$ cat src/rtl/octal_host_map.svh
`ifndef OCTAL_HOST_MAP_SVH
`define OCTAL_HOST_MAP_SVH

`define HOST_DATA_W 8
`define HOST_ADDR_W 6
`define REG_DEPTH 64

`define ADDR_MODE 6'h00
`define ADDR_STATUS 6'h01
`define ADDR_IMASK 6'h02
`define ADDR_ISTAT 6'h03
`define ADDR_OPCFG 6'h04
`define ADDR_TX_EN 6'h05
`define ADDR_RX_EN 6'h06
`define ADDR_CTRL 6'h07

`define CTRL_TIMER_BIT 0
`define CTRL_PDOWN_BIT 1
`define CTRL_TEST_BIT 2

`define RST_BYTE 8'h00
`define RST_ADDR 6'h00

`endif

$ cat src/rtl/octal_host_pkg.sv
package octal_host_pkg;

  typedef enum logic [1:0]
  {
    BUS_IDLE = 2'b00,
    BUS_READ = 2'b01,
    BUS_WRITE = 2'b10
  } bus_state_t;

  typedef enum logic
  {
    MR_FIRST = 1'b0,
    MR_SECOND = 1'b1
  } mr_ptr_t;

  typedef logic [7:0] byte_t;
  typedef logic [5:0] reg_addr_t;

endpackage

$ cat src/rtl/pin_sync.sv
`timescale 1ns/10ps
module pin_sync
#(
  parameter int W = 1,
  parameter logic [W-1:0] INIT = '0
)
(
  input wire logic core_clk_i,
  input wire logic rst_i,
  input wire logic ce_i,
  input wire logic [W-1:0] d_i,
  output logic [W-1:0] q_o
);

  logic [W-1:0] meta_q;

  // First stage feeds only the second stage
  always_ff @(posedge core_clk_i or posedge rst_i)
  begin
    if (rst_i)
    begin
      meta_q <= INIT;
      q_o <= INIT;
    end
    else if (ce_i)
    begin
      meta_q <= d_i;
      q_o <= meta_q;
    end
  end

endmodule

$ cat src/rtl/strobe_edge.sv
`timescale 1ns/10ps
module strobe_edge
(
  input wire logic core_clk_i,
  input wire logic rst_i,
  input wire logic ce_i,
  input wire logic level_i,
  output logic fall_o,
  output logic rise_o
);

  logic prev_q;

  // Strobes idle high, so reset assumes high
  always_ff @(posedge core_clk_i or posedge rst_i)
  begin
    if (rst_i)
      prev_q <= 1'b1;
    else if (ce_i)
      prev_q <= level_i;
  end

  assign fall_o = prev_q & ~level_i;
  assign rise_o = ~prev_q & level_i;

endmodule

$ cat src/rtl/octal_host_port.sv
// Functional notes
// - Chip select high: data bus released, read and write strobes ignored.
// - Data bus is eight bits, active high, bit 0 least significant.
// - With chip select low, direction follows whichever strobe is low.
// - Write strobe low: bus data stored to addressed register on rise.
// - Read strobe low: addressed register contents driven onto data bus.
// - Read begins at read strobe fall; side effects and driving start there.
// - Master reset clears status, interrupt mask, status and output config.
// - Master reset idles all receivers and transmitters; transmit lines mark.
// - Master reset stops the counter/timer until software restarts it.
// - Master reset leaves power-down and drops pending interrupt requests.
// - Master reset clears test modes; pointer back to first mode register.
`timescale 1ns/10ps
`include "octal_host_map.svh"
module octal_host_port
(
  input wire logic core_clk_i,
  input wire logic rst_i,
  input wire logic ce_i,
  input wire logic chip_select_n_i,
  input wire logic write_strobe_n_i,
  input wire logic read_strobe_n_i,
  input wire octal_host_pkg::reg_addr_t register_select_lines_i,
  input wire octal_host_pkg::byte_t host_data_bus_i,
  output octal_host_pkg::byte_t host_data_bus_o,
  output logic host_data_bus_oe_o,
  input wire octal_host_pkg::byte_t channel_status_i,
  input wire octal_host_pkg::byte_t int_event_i,
  output octal_host_pkg::byte_t interrupt_mask_o,
  output octal_host_pkg::byte_t output_port_config_o,
  output octal_host_pkg::byte_t first_mode_o,
  output octal_host_pkg::byte_t second_mode_o,
  output octal_host_pkg::byte_t tx_enable_o,
  output octal_host_pkg::byte_t rx_enable_o,
  output logic timer_run_o,
  output logic power_down_o,
  output logic test_mode_o,
  output logic mode_pointer_o,
  output logic irq_o
);
  import octal_host_pkg::*;

  logic cs_n_s;
  logic wr_n_s;
  logic rd_n_s;
  reg_addr_t addr_s;
  byte_t data_s;
  logic rd_fall;
  logic rd_rise;
  logic wr_fall;
  logic wr_rise;
  logic rd_start;
  logic wr_begin;
  logic wr_commit;

  bus_state_t state_q;
  reg_addr_t addr_q;
  byte_t wdata_q;
  byte_t rdata_q;
  byte_t read_mux;
  logic oe_q;

  byte_t status_q;
  byte_t imask_q;
  byte_t istat_q;
  byte_t opcfg_q;
  byte_t mode1_q;
  byte_t mode2_q;
  byte_t tx_en_q;
  byte_t rx_en_q;
  logic timer_q;
  logic pdown_q;
  logic test_q;
  mr_ptr_t mr_ptr_q;
  logic irq_q;
  byte_t scratch_q [`REG_DEPTH];

  // Strobes and chip select reset high so no access is seen at release
  pin_sync
  #(
    .W(3),
    .INIT(3'h7)
  )
  u_strobe_sync
  (
    .core_clk_i(core_clk_i),
    .rst_i(rst_i),
    .ce_i(ce_i),
    .d_i({chip_select_n_i, write_strobe_n_i, read_strobe_n_i}),
    .q_o({cs_n_s, wr_n_s, rd_n_s})
  );

  // Same depth as the strobes, so data and address line up with them
  pin_sync
  #(
    .W(`HOST_ADDR_W + `HOST_DATA_W),
    .INIT(14'h0000)
  )
  u_bus_sync
  (
    .core_clk_i(core_clk_i),
    .rst_i(rst_i),
    .ce_i(ce_i),
    .d_i({register_select_lines_i, host_data_bus_i}),
    .q_o({addr_s, data_s})
  );

  strobe_edge u_rd_edge
  (
    .core_clk_i(core_clk_i),
    .rst_i(rst_i),
    .ce_i(ce_i),
    .level_i(rd_n_s),
    .fall_o(rd_fall),
    .rise_o(rd_rise)
  );

  strobe_edge u_wr_edge
  (
    .core_clk_i(core_clk_i),
    .rst_i(rst_i),
    .ce_i(ce_i),
    .level_i(wr_n_s),
    .fall_o(wr_fall),
    .rise_o(wr_rise)
  );

  // Both strobes low at once is illegal; neither start is taken then
  assign rd_start = (state_q == BUS_IDLE) & ~cs_n_s & rd_fall
    & wr_n_s;
  assign wr_begin = (state_q == BUS_IDLE) & ~cs_n_s & wr_fall
    & rd_n_s;
  assign wr_commit = (state_q == BUS_WRITE) & ~cs_n_s
    & wr_rise;

  always_ff @(posedge core_clk_i or posedge rst_i)
  begin
    if (rst_i)
      state_q <= BUS_IDLE;
    else if (ce_i)
    begin
      case (state_q)
        BUS_IDLE:
          if (rd_start)
            state_q <= BUS_READ;
          else if (wr_begin)
            state_q <= BUS_WRITE;
        BUS_READ:
          if (cs_n_s || rd_n_s)
            state_q <= BUS_IDLE;
        BUS_WRITE:
          // Chip select lost before the rise aborts the write
          if (cs_n_s | wr_rise)
            state_q <= BUS_IDLE;
        default:
          state_q <= BUS_IDLE;
      endcase
    end
  end

  // Address held from the start of the strobe
  always_ff @(posedge core_clk_i or posedge rst_i)
  begin
    if (rst_i)
      addr_q <= `RST_ADDR;
    else if (ce_i && (rd_start || wr_begin))
      addr_q <= addr_s;
  end

  // Latest bus value while the write strobe is low
  always_ff @(posedge core_clk_i or posedge rst_i)
  begin
    if (rst_i)
      wdata_q <= `RST_BYTE;
    else if (ce_i && (wr_begin || (state_q == BUS_WRITE && !wr_n_s)))
      wdata_q <= data_s;
  end

  always_comb
  begin
    case (addr_q)
      `ADDR_MODE:
        read_mux = (mr_ptr_q == MR_FIRST) ? mode1_q : mode2_q;
      `ADDR_STATUS:
        read_mux = status_q;
      `ADDR_IMASK:
        read_mux = imask_q;
      `ADDR_ISTAT:
        read_mux = istat_q;
      `ADDR_OPCFG:
        read_mux = opcfg_q;
      `ADDR_TX_EN:
        read_mux = tx_en_q;
      `ADDR_RX_EN:
        read_mux = rx_en_q;
      `ADDR_CTRL:
        read_mux = {5'h00, test_q, pdown_q, timer_q};
      default:
        read_mux = scratch_q[addr_q];
    endcase
  end

  // Read data refreshed each cycle, except for mode register reads, so live status is seen mid-strobe
  always_ff @(posedge core_clk_i or posedge rst_i)
  begin
    if (rst_i)
      rdata_q <= `RST_BYTE;
    else if (ce_i)
    begin
      if (rd_start)
      begin
        case (addr_s)
          `ADDR_MODE:
            rdata_q <= (mr_ptr_q == MR_FIRST) ? mode1_q : mode2_q;
          `ADDR_STATUS:
            rdata_q <= status_q;
          `ADDR_IMASK:
            rdata_q <= imask_q;
          `ADDR_ISTAT:
            rdata_q <= istat_q;
          `ADDR_OPCFG:
            rdata_q <= opcfg_q;
          `ADDR_TX_EN:
            rdata_q <= tx_en_q;
          `ADDR_RX_EN:
            rdata_q <= rx_en_q;
          `ADDR_CTRL:
            rdata_q <= {5'h00, test_q, pdown_q, timer_q};
          default:
            rdata_q <= scratch_q[addr_s];
        endcase
      end
      else if (state_q == BUS_READ && addr_q != `ADDR_MODE)
        rdata_q <= read_mux;
    end
  end

  // Driver enabled only inside a read with chip select low
  always_ff @(posedge core_clk_i or posedge rst_i)
  begin
    if (rst_i)
      oe_q <= 1'b0;
    else if (ce_i)
    begin
      if (rd_start)
        oe_q <= 1'b1;
      else if (cs_n_s || rd_n_s || !wr_n_s)
        oe_q <= 1'b0;
    end
  end

  always_ff @(posedge core_clk_i or posedge rst_i)
  begin
    if (rst_i)
      status_q <= `RST_BYTE;
    else if (ce_i)
      status_q <= channel_status_i;
  end

  always_ff @(posedge core_clk_i or posedge rst_i)
  begin
    if (rst_i)
    begin
      imask_q <= `RST_BYTE;
      opcfg_q <= `RST_BYTE;
    end
    else if (ce_i && wr_commit)
    begin
      if (addr_q == `ADDR_IMASK)
        imask_q <= wdata_q;
      if (addr_q == `ADDR_OPCFG)
        opcfg_q <= wdata_q;
    end
  end

  // Write one to clear; a new event in the same cycle survives
  always_ff @(posedge core_clk_i or posedge rst_i)
  begin
    if (rst_i)
      istat_q <= `RST_BYTE;
    else if (ce_i)
    begin
      if (wr_commit && addr_q == `ADDR_ISTAT)
        istat_q <= (istat_q & ~wdata_q) | int_event_i;
      else
        istat_q <= istat_q | int_event_i;
    end
  end

  always_ff @(posedge core_clk_i or posedge rst_i)
  begin
    if (rst_i)
      irq_q <= 1'b0;
    else if (ce_i)
      irq_q <= |(istat_q & imask_q);
  end

  // Mode pointer steps at each mode access and parks at the second
  always_ff @(posedge core_clk_i or posedge rst_i)
  begin
    if (rst_i)
    begin
      mode1_q <= `RST_BYTE;
      mode2_q <= `RST_BYTE;
      mr_ptr_q <= MR_FIRST;
    end
    else if (ce_i)
    begin
      if (wr_commit && addr_q == `ADDR_MODE)
      begin
        if (mr_ptr_q == MR_FIRST)
          mode1_q <= wdata_q;
        else
          mode2_q <= wdata_q;
        mr_ptr_q <= MR_SECOND;
      end
      else if (rd_start && addr_s == `ADDR_MODE)
        mr_ptr_q <= MR_SECOND;
    end
  end

  // Channels stay idle until enabled; idle transmit lines sit at mark
  always_ff @(posedge core_clk_i or posedge rst_i)
  begin
    if (rst_i)
    begin
      tx_en_q <= `RST_BYTE;
      rx_en_q <= `RST_BYTE;
    end
    else if (ce_i && wr_commit)
    begin
      if (addr_q == `ADDR_TX_EN)
        tx_en_q <= wdata_q;
      if (addr_q == `ADDR_RX_EN)
        rx_en_q <= wdata_q;
    end
  end

  always_ff @(posedge core_clk_i or posedge rst_i)
  begin
    if (rst_i)
    begin
      timer_q <= 1'b0;
      pdown_q <= 1'b0;
      test_q <= 1'b0;
    end
    else if (ce_i && wr_commit && addr_q == `ADDR_CTRL)
    begin
      timer_q <= wdata_q[`CTRL_TIMER_BIT];
      pdown_q <= wdata_q[`CTRL_PDOWN_BIT];
      test_q <= wdata_q[`CTRL_TEST_BIT];
    end
  end

  // Unnamed addresses are plain storage, not reset
  always_ff @(posedge core_clk_i)
  begin
    if (ce_i && wr_commit)
      scratch_q[addr_q] <= wdata_q;
  end

  assign host_data_bus_o = rdata_q;
  assign host_data_bus_oe_o = oe_q;
  assign interrupt_mask_o = imask_q;
  assign output_port_config_o = opcfg_q;
  assign first_mode_o = mode1_q;
  assign second_mode_o = mode2_q;
  assign tx_enable_o = tx_en_q;
  assign rx_enable_o = rx_en_q;
  assign timer_run_o = timer_q;
  assign power_down_o = pdown_q;
  assign test_mode_o = test_q;
  assign mode_pointer_o = mr_ptr_q;
  assign irq_o = irq_q;

endmodule

$ cat config.mk
export PLATFORM = sky130hd
export DESIGN_NAME = octal_host_port
export DESIGN_NICKNAME = d
export VERILOG_FILES = /design/src/rtl/octal_host_pkg.sv /design/src/rtl/pin_sync.sv /design/src/rtl/strobe_edge.sv /design/src/rtl/octal_host_port.sv
export VERILOG_INCLUDE_DIRS = /design/src /design/src/rtl
export SDC_FILE = /design/constraint.sdc
export NUM_CORES = 1
export LEC_CHECK = 0
export BUFFER_PORTS_ARGS = -buffer_cell sky130_fd_sc_hd__buf_2
export CORE_ASPECT_RATIO = 1.4
export CORE_MARGIN = 4
export CORE_UTILIZATION = 55
export DETAILED_ROUTE_END_ITERATION = 6
export GPL_ROUTABILITY_DRIVEN = 1
export GPL_TIMING_DRIVEN = 0
export PLACE_DENSITY = 0.77
export SLEW_MARGIN = 5
export SYNTH_ARGS = -nofsm -noshare
export SYNTH_HDL_FRONTEND = slang
export SYNTH_SLANG_ARGS = --single-unit
$ cat constraint.sdc
create_clock -name core_clk_i -period 13.48 [get_ports core_clk_i]
set_input_delay 2.696 -clock core_clk_i [delete_from_list [all_inputs] [get_ports core_clk_i]]
set_output_delay 2.696 -clock core_clk_i [all_outputs]
set_load 0.01 [all_outputs]
**After elaboration in Yosys (flattened, before gate mapping)**

Memories as Yosys holds them, arrays and structs flattened.
Index checks and enable logic that the tools add are counted.

- Equal/unequal tests: 19
- Multiplexer cells: 17
- Bitwise logic cells: 21
- Reductions and logical operators: 32

Operators with widths:

| cell | count |
|---|---|
| case mux 8 bit (8 select lines) | 2 |
| equality test 6 x 3 -> 1 bit, second input constant | 8 |
| two-way mux 8 bit | 4 |
| equality test 6 x 2 -> 1 bit, second input constant | 4 |
| bitwise AND 8 bit | 2 |
| bitwise OR 8 bit | 2 |
| AND reduction 2 bit | 7 |
| equality test 6 x 1 -> 1 bit, second input constant | 2 |
| zero test 6 bit | 2 |
| bitwise AND 1 bit | 10 |
| logical AND 1 bit | 9 |
| two-way mux 2 bit | 4 |
| inverter 8 bit | 1 |
| OR reduction 8 bit | 1 |
| two-way mux 1 bit | 6 |
| case mux 2 bit (3 select lines) | 1 |
| AND reduction 3 bit | 2 |
| nonzero test 2 bit | 3 |
| nonzero test 6 bit | 1 |
| inverter 1 bit | 5 |
| logical OR 1 bit | 4 |
| AND reduction 4 bit | 1 |
| != test 3 bit, second input constant | 1 |
| equality test 2 x 1 -> 1 bit, second input constant | 1 |
| 6 further kinds | 6 |

- Bits in registers: 130
- RAM bits: 512
- Output and inout port bits: 62
- Memories: 1

Memories:

| name | depth | bits a word | read ports | clocked after memory_dff | wr ports | line | text |
|---|---|---|---|---|---|---|---|
| scratch_q | 64 | 8 | 2 | 0 | 1 | octal_host_port.sv:76 | `` byte_t scratch_q [`REG_DEPTH]; `` |

**Longest topological paths before layout**

- Depth in word-level cells: 7
- Depth in mapped cells: 11
- Gate-level depth less buffers: 6

**Modules after synthesis**

From an unflattened synthesis, not the netlist that was laid out.

- Cell total of the unflattened synthesis: 1702
- Area, all modules: 27650.3 um^2

By module, submodules not included:

| module | instances | cells an instance | area each (um^2) | sequential area each (um^2) |
|---|---|---|---|---|
| octal_host_port | 1 | 1618 | 26126.3 | 15805.2 |
| pin_sync (u_bus_sync) | 1 | 60 | 1146.1 | 700.7 |
| pin_sync (u_strobe_sync) | 1 | 14 | 262.8 | 157.7 |
| strobe_edge | 2 | 5 | 57.6 | 26.3 |

**Worst setup path after synthesis**

Ideal clock, no wire load.

- Path type: input-to-reg
- From: in ce_i
- To: mem scratch_q[35][0] in the netlist's numbering, enable pin
- Data arrival time: 3.779 ns
- Data required time: 13.110 ns
- Path slack: 9.331 ns
- Stages on the path: 4
- Buffers on the path: 0
- Path through: nand4bb_1 > nor3_2 > nand3_1 > nor2_1

- Cells in the longest elaborated chain, start to end: 3

Ends and longest elaborated chain:

| what | line | text |
|---|---|---|
| from (decl) | octal_host_port.sv:19 | `input wire logic ce_i,` |
| logical AND 1 bit | octal_host_port.sv:358 | `if (ce_i && wr_commit)` |
| two-way mux 1 bit | octal_host_port.sv:358 |  |
| two-way mux 1 bit (not written as such) | octal_host_port.sv:359 | `scratch_q[addr_q] <= wdata_q;` |
| to (decl) | octal_host_port.sv:76 |  |

Every way passes these cells.

**Worst setup path after layout**

- From: in ce_i
- To: mem scratch_q[43][2] in the netlist's numbering, enable pin

Same word-level chain as after synthesis.

==> out/qor_table.md <==
| Stage | Parameter | Value |
| --- | --- | --- |
| routing | Via count of the routed design | 19400 |
| timing | Worst Tran Pin Value | 1.51 ns |
| logic synthesis | Yosys warning total | 0 |
| global routing | Total GRT Usage | 41.3% |
| cells and area | Area delta synth->final | 12.1% |
| routing | Via/cell ratio | 7.66 |
| floorplanning | Total number of placement rows | 96 |
| routing | 1st-pass router iterations | 7 |
| worst setup path | Worst Setup End Kind | flip-flop |
| logic synthesis | Sequential-to-total area share from yosys stat | 60.7% |
| logic synthesis | Count of cell types in the netlist | 68 |
| floorplanning | Full die area | 53800 sq um |
| cells and area | Post-route design area | 30900 sq um |
| global routing | Pin count of the biggest net entering global routing | 91 |
| clocking | Clock latency at the later pin of the worst-skew pair | 0.62 ns |
| clocking | Clock Tree Buf Depth | 3 |
| worst hold path | Depth of the worst hold-timing path | 2 |
| clocking | Buffer cell driving the clock tree root | sky130_fd_sc_hd__clkbuf_16 |
| clocking | CTS H-tree depth | 2 |
| worst setup path | Worst setup SP type | primary input |
| worst setup path | CP Cell Sequence | buf_2 > nand4bb_1 > nor3_2 > nand3_1 > nor2_1 |
| clocking | TritonCTS clock tree | built |
| floorplanning | Width of the die | 197 um |
| pwr | Overall power consumption | 6230 uW |
| worst setup path | Crit-path max cell delay | 1.26 ns |
| timing | Clock period minus worst slack | 5.46 ns |
| worst setup path | Crit path max-delay family | simple AND/OR/NAND/NOR gates |
| pwr | Worst supply voltage drop on vdd | 246 uV |
| floorplanning | Area of the core | 49200 sq um |
| logic synthesis | Mapped cell area | 27500 sq um |
| logic synthesis | Synthesized Nets | 1724 |
| routing | Final wirelength | 112000 um |
| timing | Max-slew violations | 2 |
| timing | Endpoints failing hold | 0 |
| logic synthesis | Mean instance size in the synthesized netlist | 16.3 sq um |
| clocking | Count of cells resized by post-cts repair | 0 |
| placed design | # placed instances | 2431 |
| cells and area | Layout fillers | 3511 |
| clocking | Clock buffers created by TritonCTS | 54 |
| floorplanning | Die height | 273 um |
| pwr | Power per cell area | 202 nW/um^2 |
| placed design | Area post-placement | 29000 sq um |
| run status | Violated checks | max-capacitance violations, max-slew violations |
| timing | Final Cycle Share | 40.5% |
| routing | Routed Antenna Nets | 0 |
| cells and area | Post-layout net count | 1886 |
| placed design | Placer Congestion | 1.08 |
| logic synthesis | Synth Instances | 1688 |
| pwr | Standby leakage power | 0.0109 uW |
| timing | Worst slew margin relative to its limit | -2.99% |
| floorplanning | Ports placed on the boundary | 98 |
| worst setup path | Critical path depth in cells | 5 |
| clocking | CTS sink count | 578 |
| run status | Outcome | finished, violations left |
| cells and area | Most frequent cells in the layout | 448 x sky130_fd_sc_hd__edfxtp_1, 180 x sky130_fd_sc_hd__mux4_2, 140 x sky130_fd_sc_hd__mux2_2, 132 x sky130_fd_sc_hd__buf_2, 114 x sky130_fd_sc_hd__dfrtp_1 |
| worst setup path | Number of cells on the worst reg-to-reg path | 10 |
| cells and area | Most common cell after layout, fill and taps aside | sky130_fd_sc_hd__edfxtp_1 |
| timing | Setup TNS | 0 ns |
| worst setup path | Endpoint required time on the critical path | 13.71 ns |
| timing | Number of setup violations in the final report | 0 |
| global routing | Number of antenna violations at the first check in global routing | 5 |
| global routing | Global-route wire length before repair | 152000 um |
| worst setup path | Number of buffers and inverters on the critical path | 1 |
| routing | DRC Markers | 0 |
| floorplanning | Starting density of the core | 55.9% |
| worst setup path | Max stage delay cell, worst path | sky130_fd_sc_hd__nor2_1 |
| run | Total of max-cap violations | 1 |
| timing | Maximum clock skew at final layout | 0.0208 ns |
| global routing | Aggregate global routing overflow | 0 |
| placed design | Count of input and output buffers | 97 |
| logic synthesis | Fraction of registers with async set/reset | 22.5% |
| clocking | Post-CTS setup buffers | 0 |
| global routing | Via count of the first global-routing pass | 18900 |
| routing | DRT iter0 DRCs | 3017 |
| logic synthesis | Count of flip-flops with a built-in enable after synthesis | 448 |
| timing | Setup repair after global routing missed its margin | false |
| worst hold path | Classification of the worst-slack hold path | flip-flop to flip-flop |
| logic synthesis | Synth Flop Type | sky130_fd_sc_hd__edfxtp_1 |
| worst setup path | Critical path data arrival time | 5.69 ns |
| logic synthesis | Number of synthesized register bits | 578 |
| placed design | Hpwl dp | 78100 um |
| cells and area | Finished Core Util | 62.7% |
| clocking | Cts hold-fix bufs | 0 |
| clocking | Clock transition at the register clock pins on the worst setup and hold paths after CTS | 0.06 ns |
| routing | Average wire per standard cell | 44.2 um |
| cells and area | Share of post-route cells with drive strength above 1 | 33.0% |
| worst setup path | Largest driver fanout on the critical path | 8 |
| timing | Achievable Freq | 183 MHz |
| cells and area | Count of non-filler cells in the finished layout | 2532 |
| worst setup path | Start-to-end type of the worst setup path | primary input to flip-flop |
stage by stage:
step	hold WS [ns]	worst slack [ns]
after detailed placement	0.466	7.72
after global routing	0.508	8.15
after global placement	0.473	5.97
final	0.479	8.02
after floorplan	0.449	7.33
after CTS	0.481	8.37
worst min-delay path, stage by stage, from the launching register on:
cell                      delay [ns]
sky130_fd_sc_hd__dfrtp_1        0.34
sky130_fd_sc_hd__nand2_1        0.05
sky130_fd_sc_hd__nand2_1        0.05
cell families (layout without fill, tap and decap cells):
logic type             after synthesis  count (layout)  share of synthesized area (%)
flip-flops                         578             578                           60.7
multiplexers                       427             427                           25.2
AND/OR/NAND/NOR                    315             315                           5.25
AO/OA/AOI/OAI                      245             245                           6.19
buffers and inverters              123             328                           2.67
other                                0               2                              0
path summary, 6_finish.rpt:
kind	from	endpoint	slack [ns]
max in group asynchronous	rst_i	first_mode_o[0]	10.61
worst min-delay path	host_data_bus_oe_o	host_data_bus_oe_o	0.48
worst max-delay path	ce_i	scratch_q[43][2]	8.02
worst min register to register	host_data_bus_oe_o	host_data_bus_oe_o	0.48
min in group asynchronous	rst_i	state_q[1]	2.08
worst max register to register	addr_q[2]	host_data_bus_o[1]	8.81
flip-flops by register name, summed over array words and instances (netlist names), 2 cells and up:
| name | flops |
|---|---|
| scratch_q | 448 |
| second_mode_o | 8 |
| u_strobe_sync.meta_q | 3 |
| tx_enable_o | 8 |
| wdata_q | 8 |
| interrupt_mask_o | 8 |
| output_port_config_o | 8 |
| state_q | 2 |
| host_data_bus_o | 8 |
| u_bus_sync.q_o | 14 |
| first_mode_o | 8 |
| u_strobe_sync.q_o | 3 |
| istat_q | 8 |
| status_q | 8 |
| u_bus_sync.meta_q | 14 |
| addr_q | 6 |
| rx_enable_o | 8 |
per-layer routing:
metal / routed length [um] / GRT usage, % / vias to the layer above
li1: - / - / 7191
met3: 13700 / 11.1 / 542
met4: 12200 / 33.2 / 2
met1: 35700 / 49.8 / 9783
met5: 13 / 0 / -
met2: 50300 / 62.7 / 1882
synth_stat cells (all sizes together), types with 3 or more instances:
library cell,instances,area [sq um]
or3,5,31.3
buf,72,543
a211o,5,43.8
nor4,3,18.8
a21oi,35,175
mux2,140,1580
o211ai,5,42.5
a31o,4,35.0
nand4,4,25.0
clkbuf,42,158
a31oi,15,93.8
mux4,194,4420
nor3,18,100
o221ai,12,105
nand3,27,135
and3,4,25.0
mux2i,93,931
o22ai,23,144
dfrtp,122,3050
dfstp,8,210
nand2b,12,75.1
o41ai,3,26.3
a221o,7,70.1
o211a,3,30.0
a221oi,23,208
a22o,12,105
nand2,107,404
and2,6,37.5
o21ai,51,255
edfxtp,448,13500
nor2,98,380
nor2b,21,131
inv,9,33.8
a211oi,12,90.1
a22oi,16,120
report_power, final:
group          leakage (uW)  switching (uW)  internal (uW)
sequential          0.00566             181           2190
clock              0.000912             689            921
combinational       0.00435            1520            724
total                0.0109            2390           3840
area by class of cell:
cell class	count	area, sq um	share of cell area [%]
well taps	637	797	2.58
multi-input cells	987	10100	32.7
clock inverters	26	267	0.863
flip-flops and latches	578	16700	54.2
plain buffers	114	701	2.27
clock buffers	73	1590	5.14
repair buffers	106	673	2.18
inverters	9	38.8	0.126
diodes	2	5.00	0.0162
Note: power is estimated with default switching activity, not from simulation.
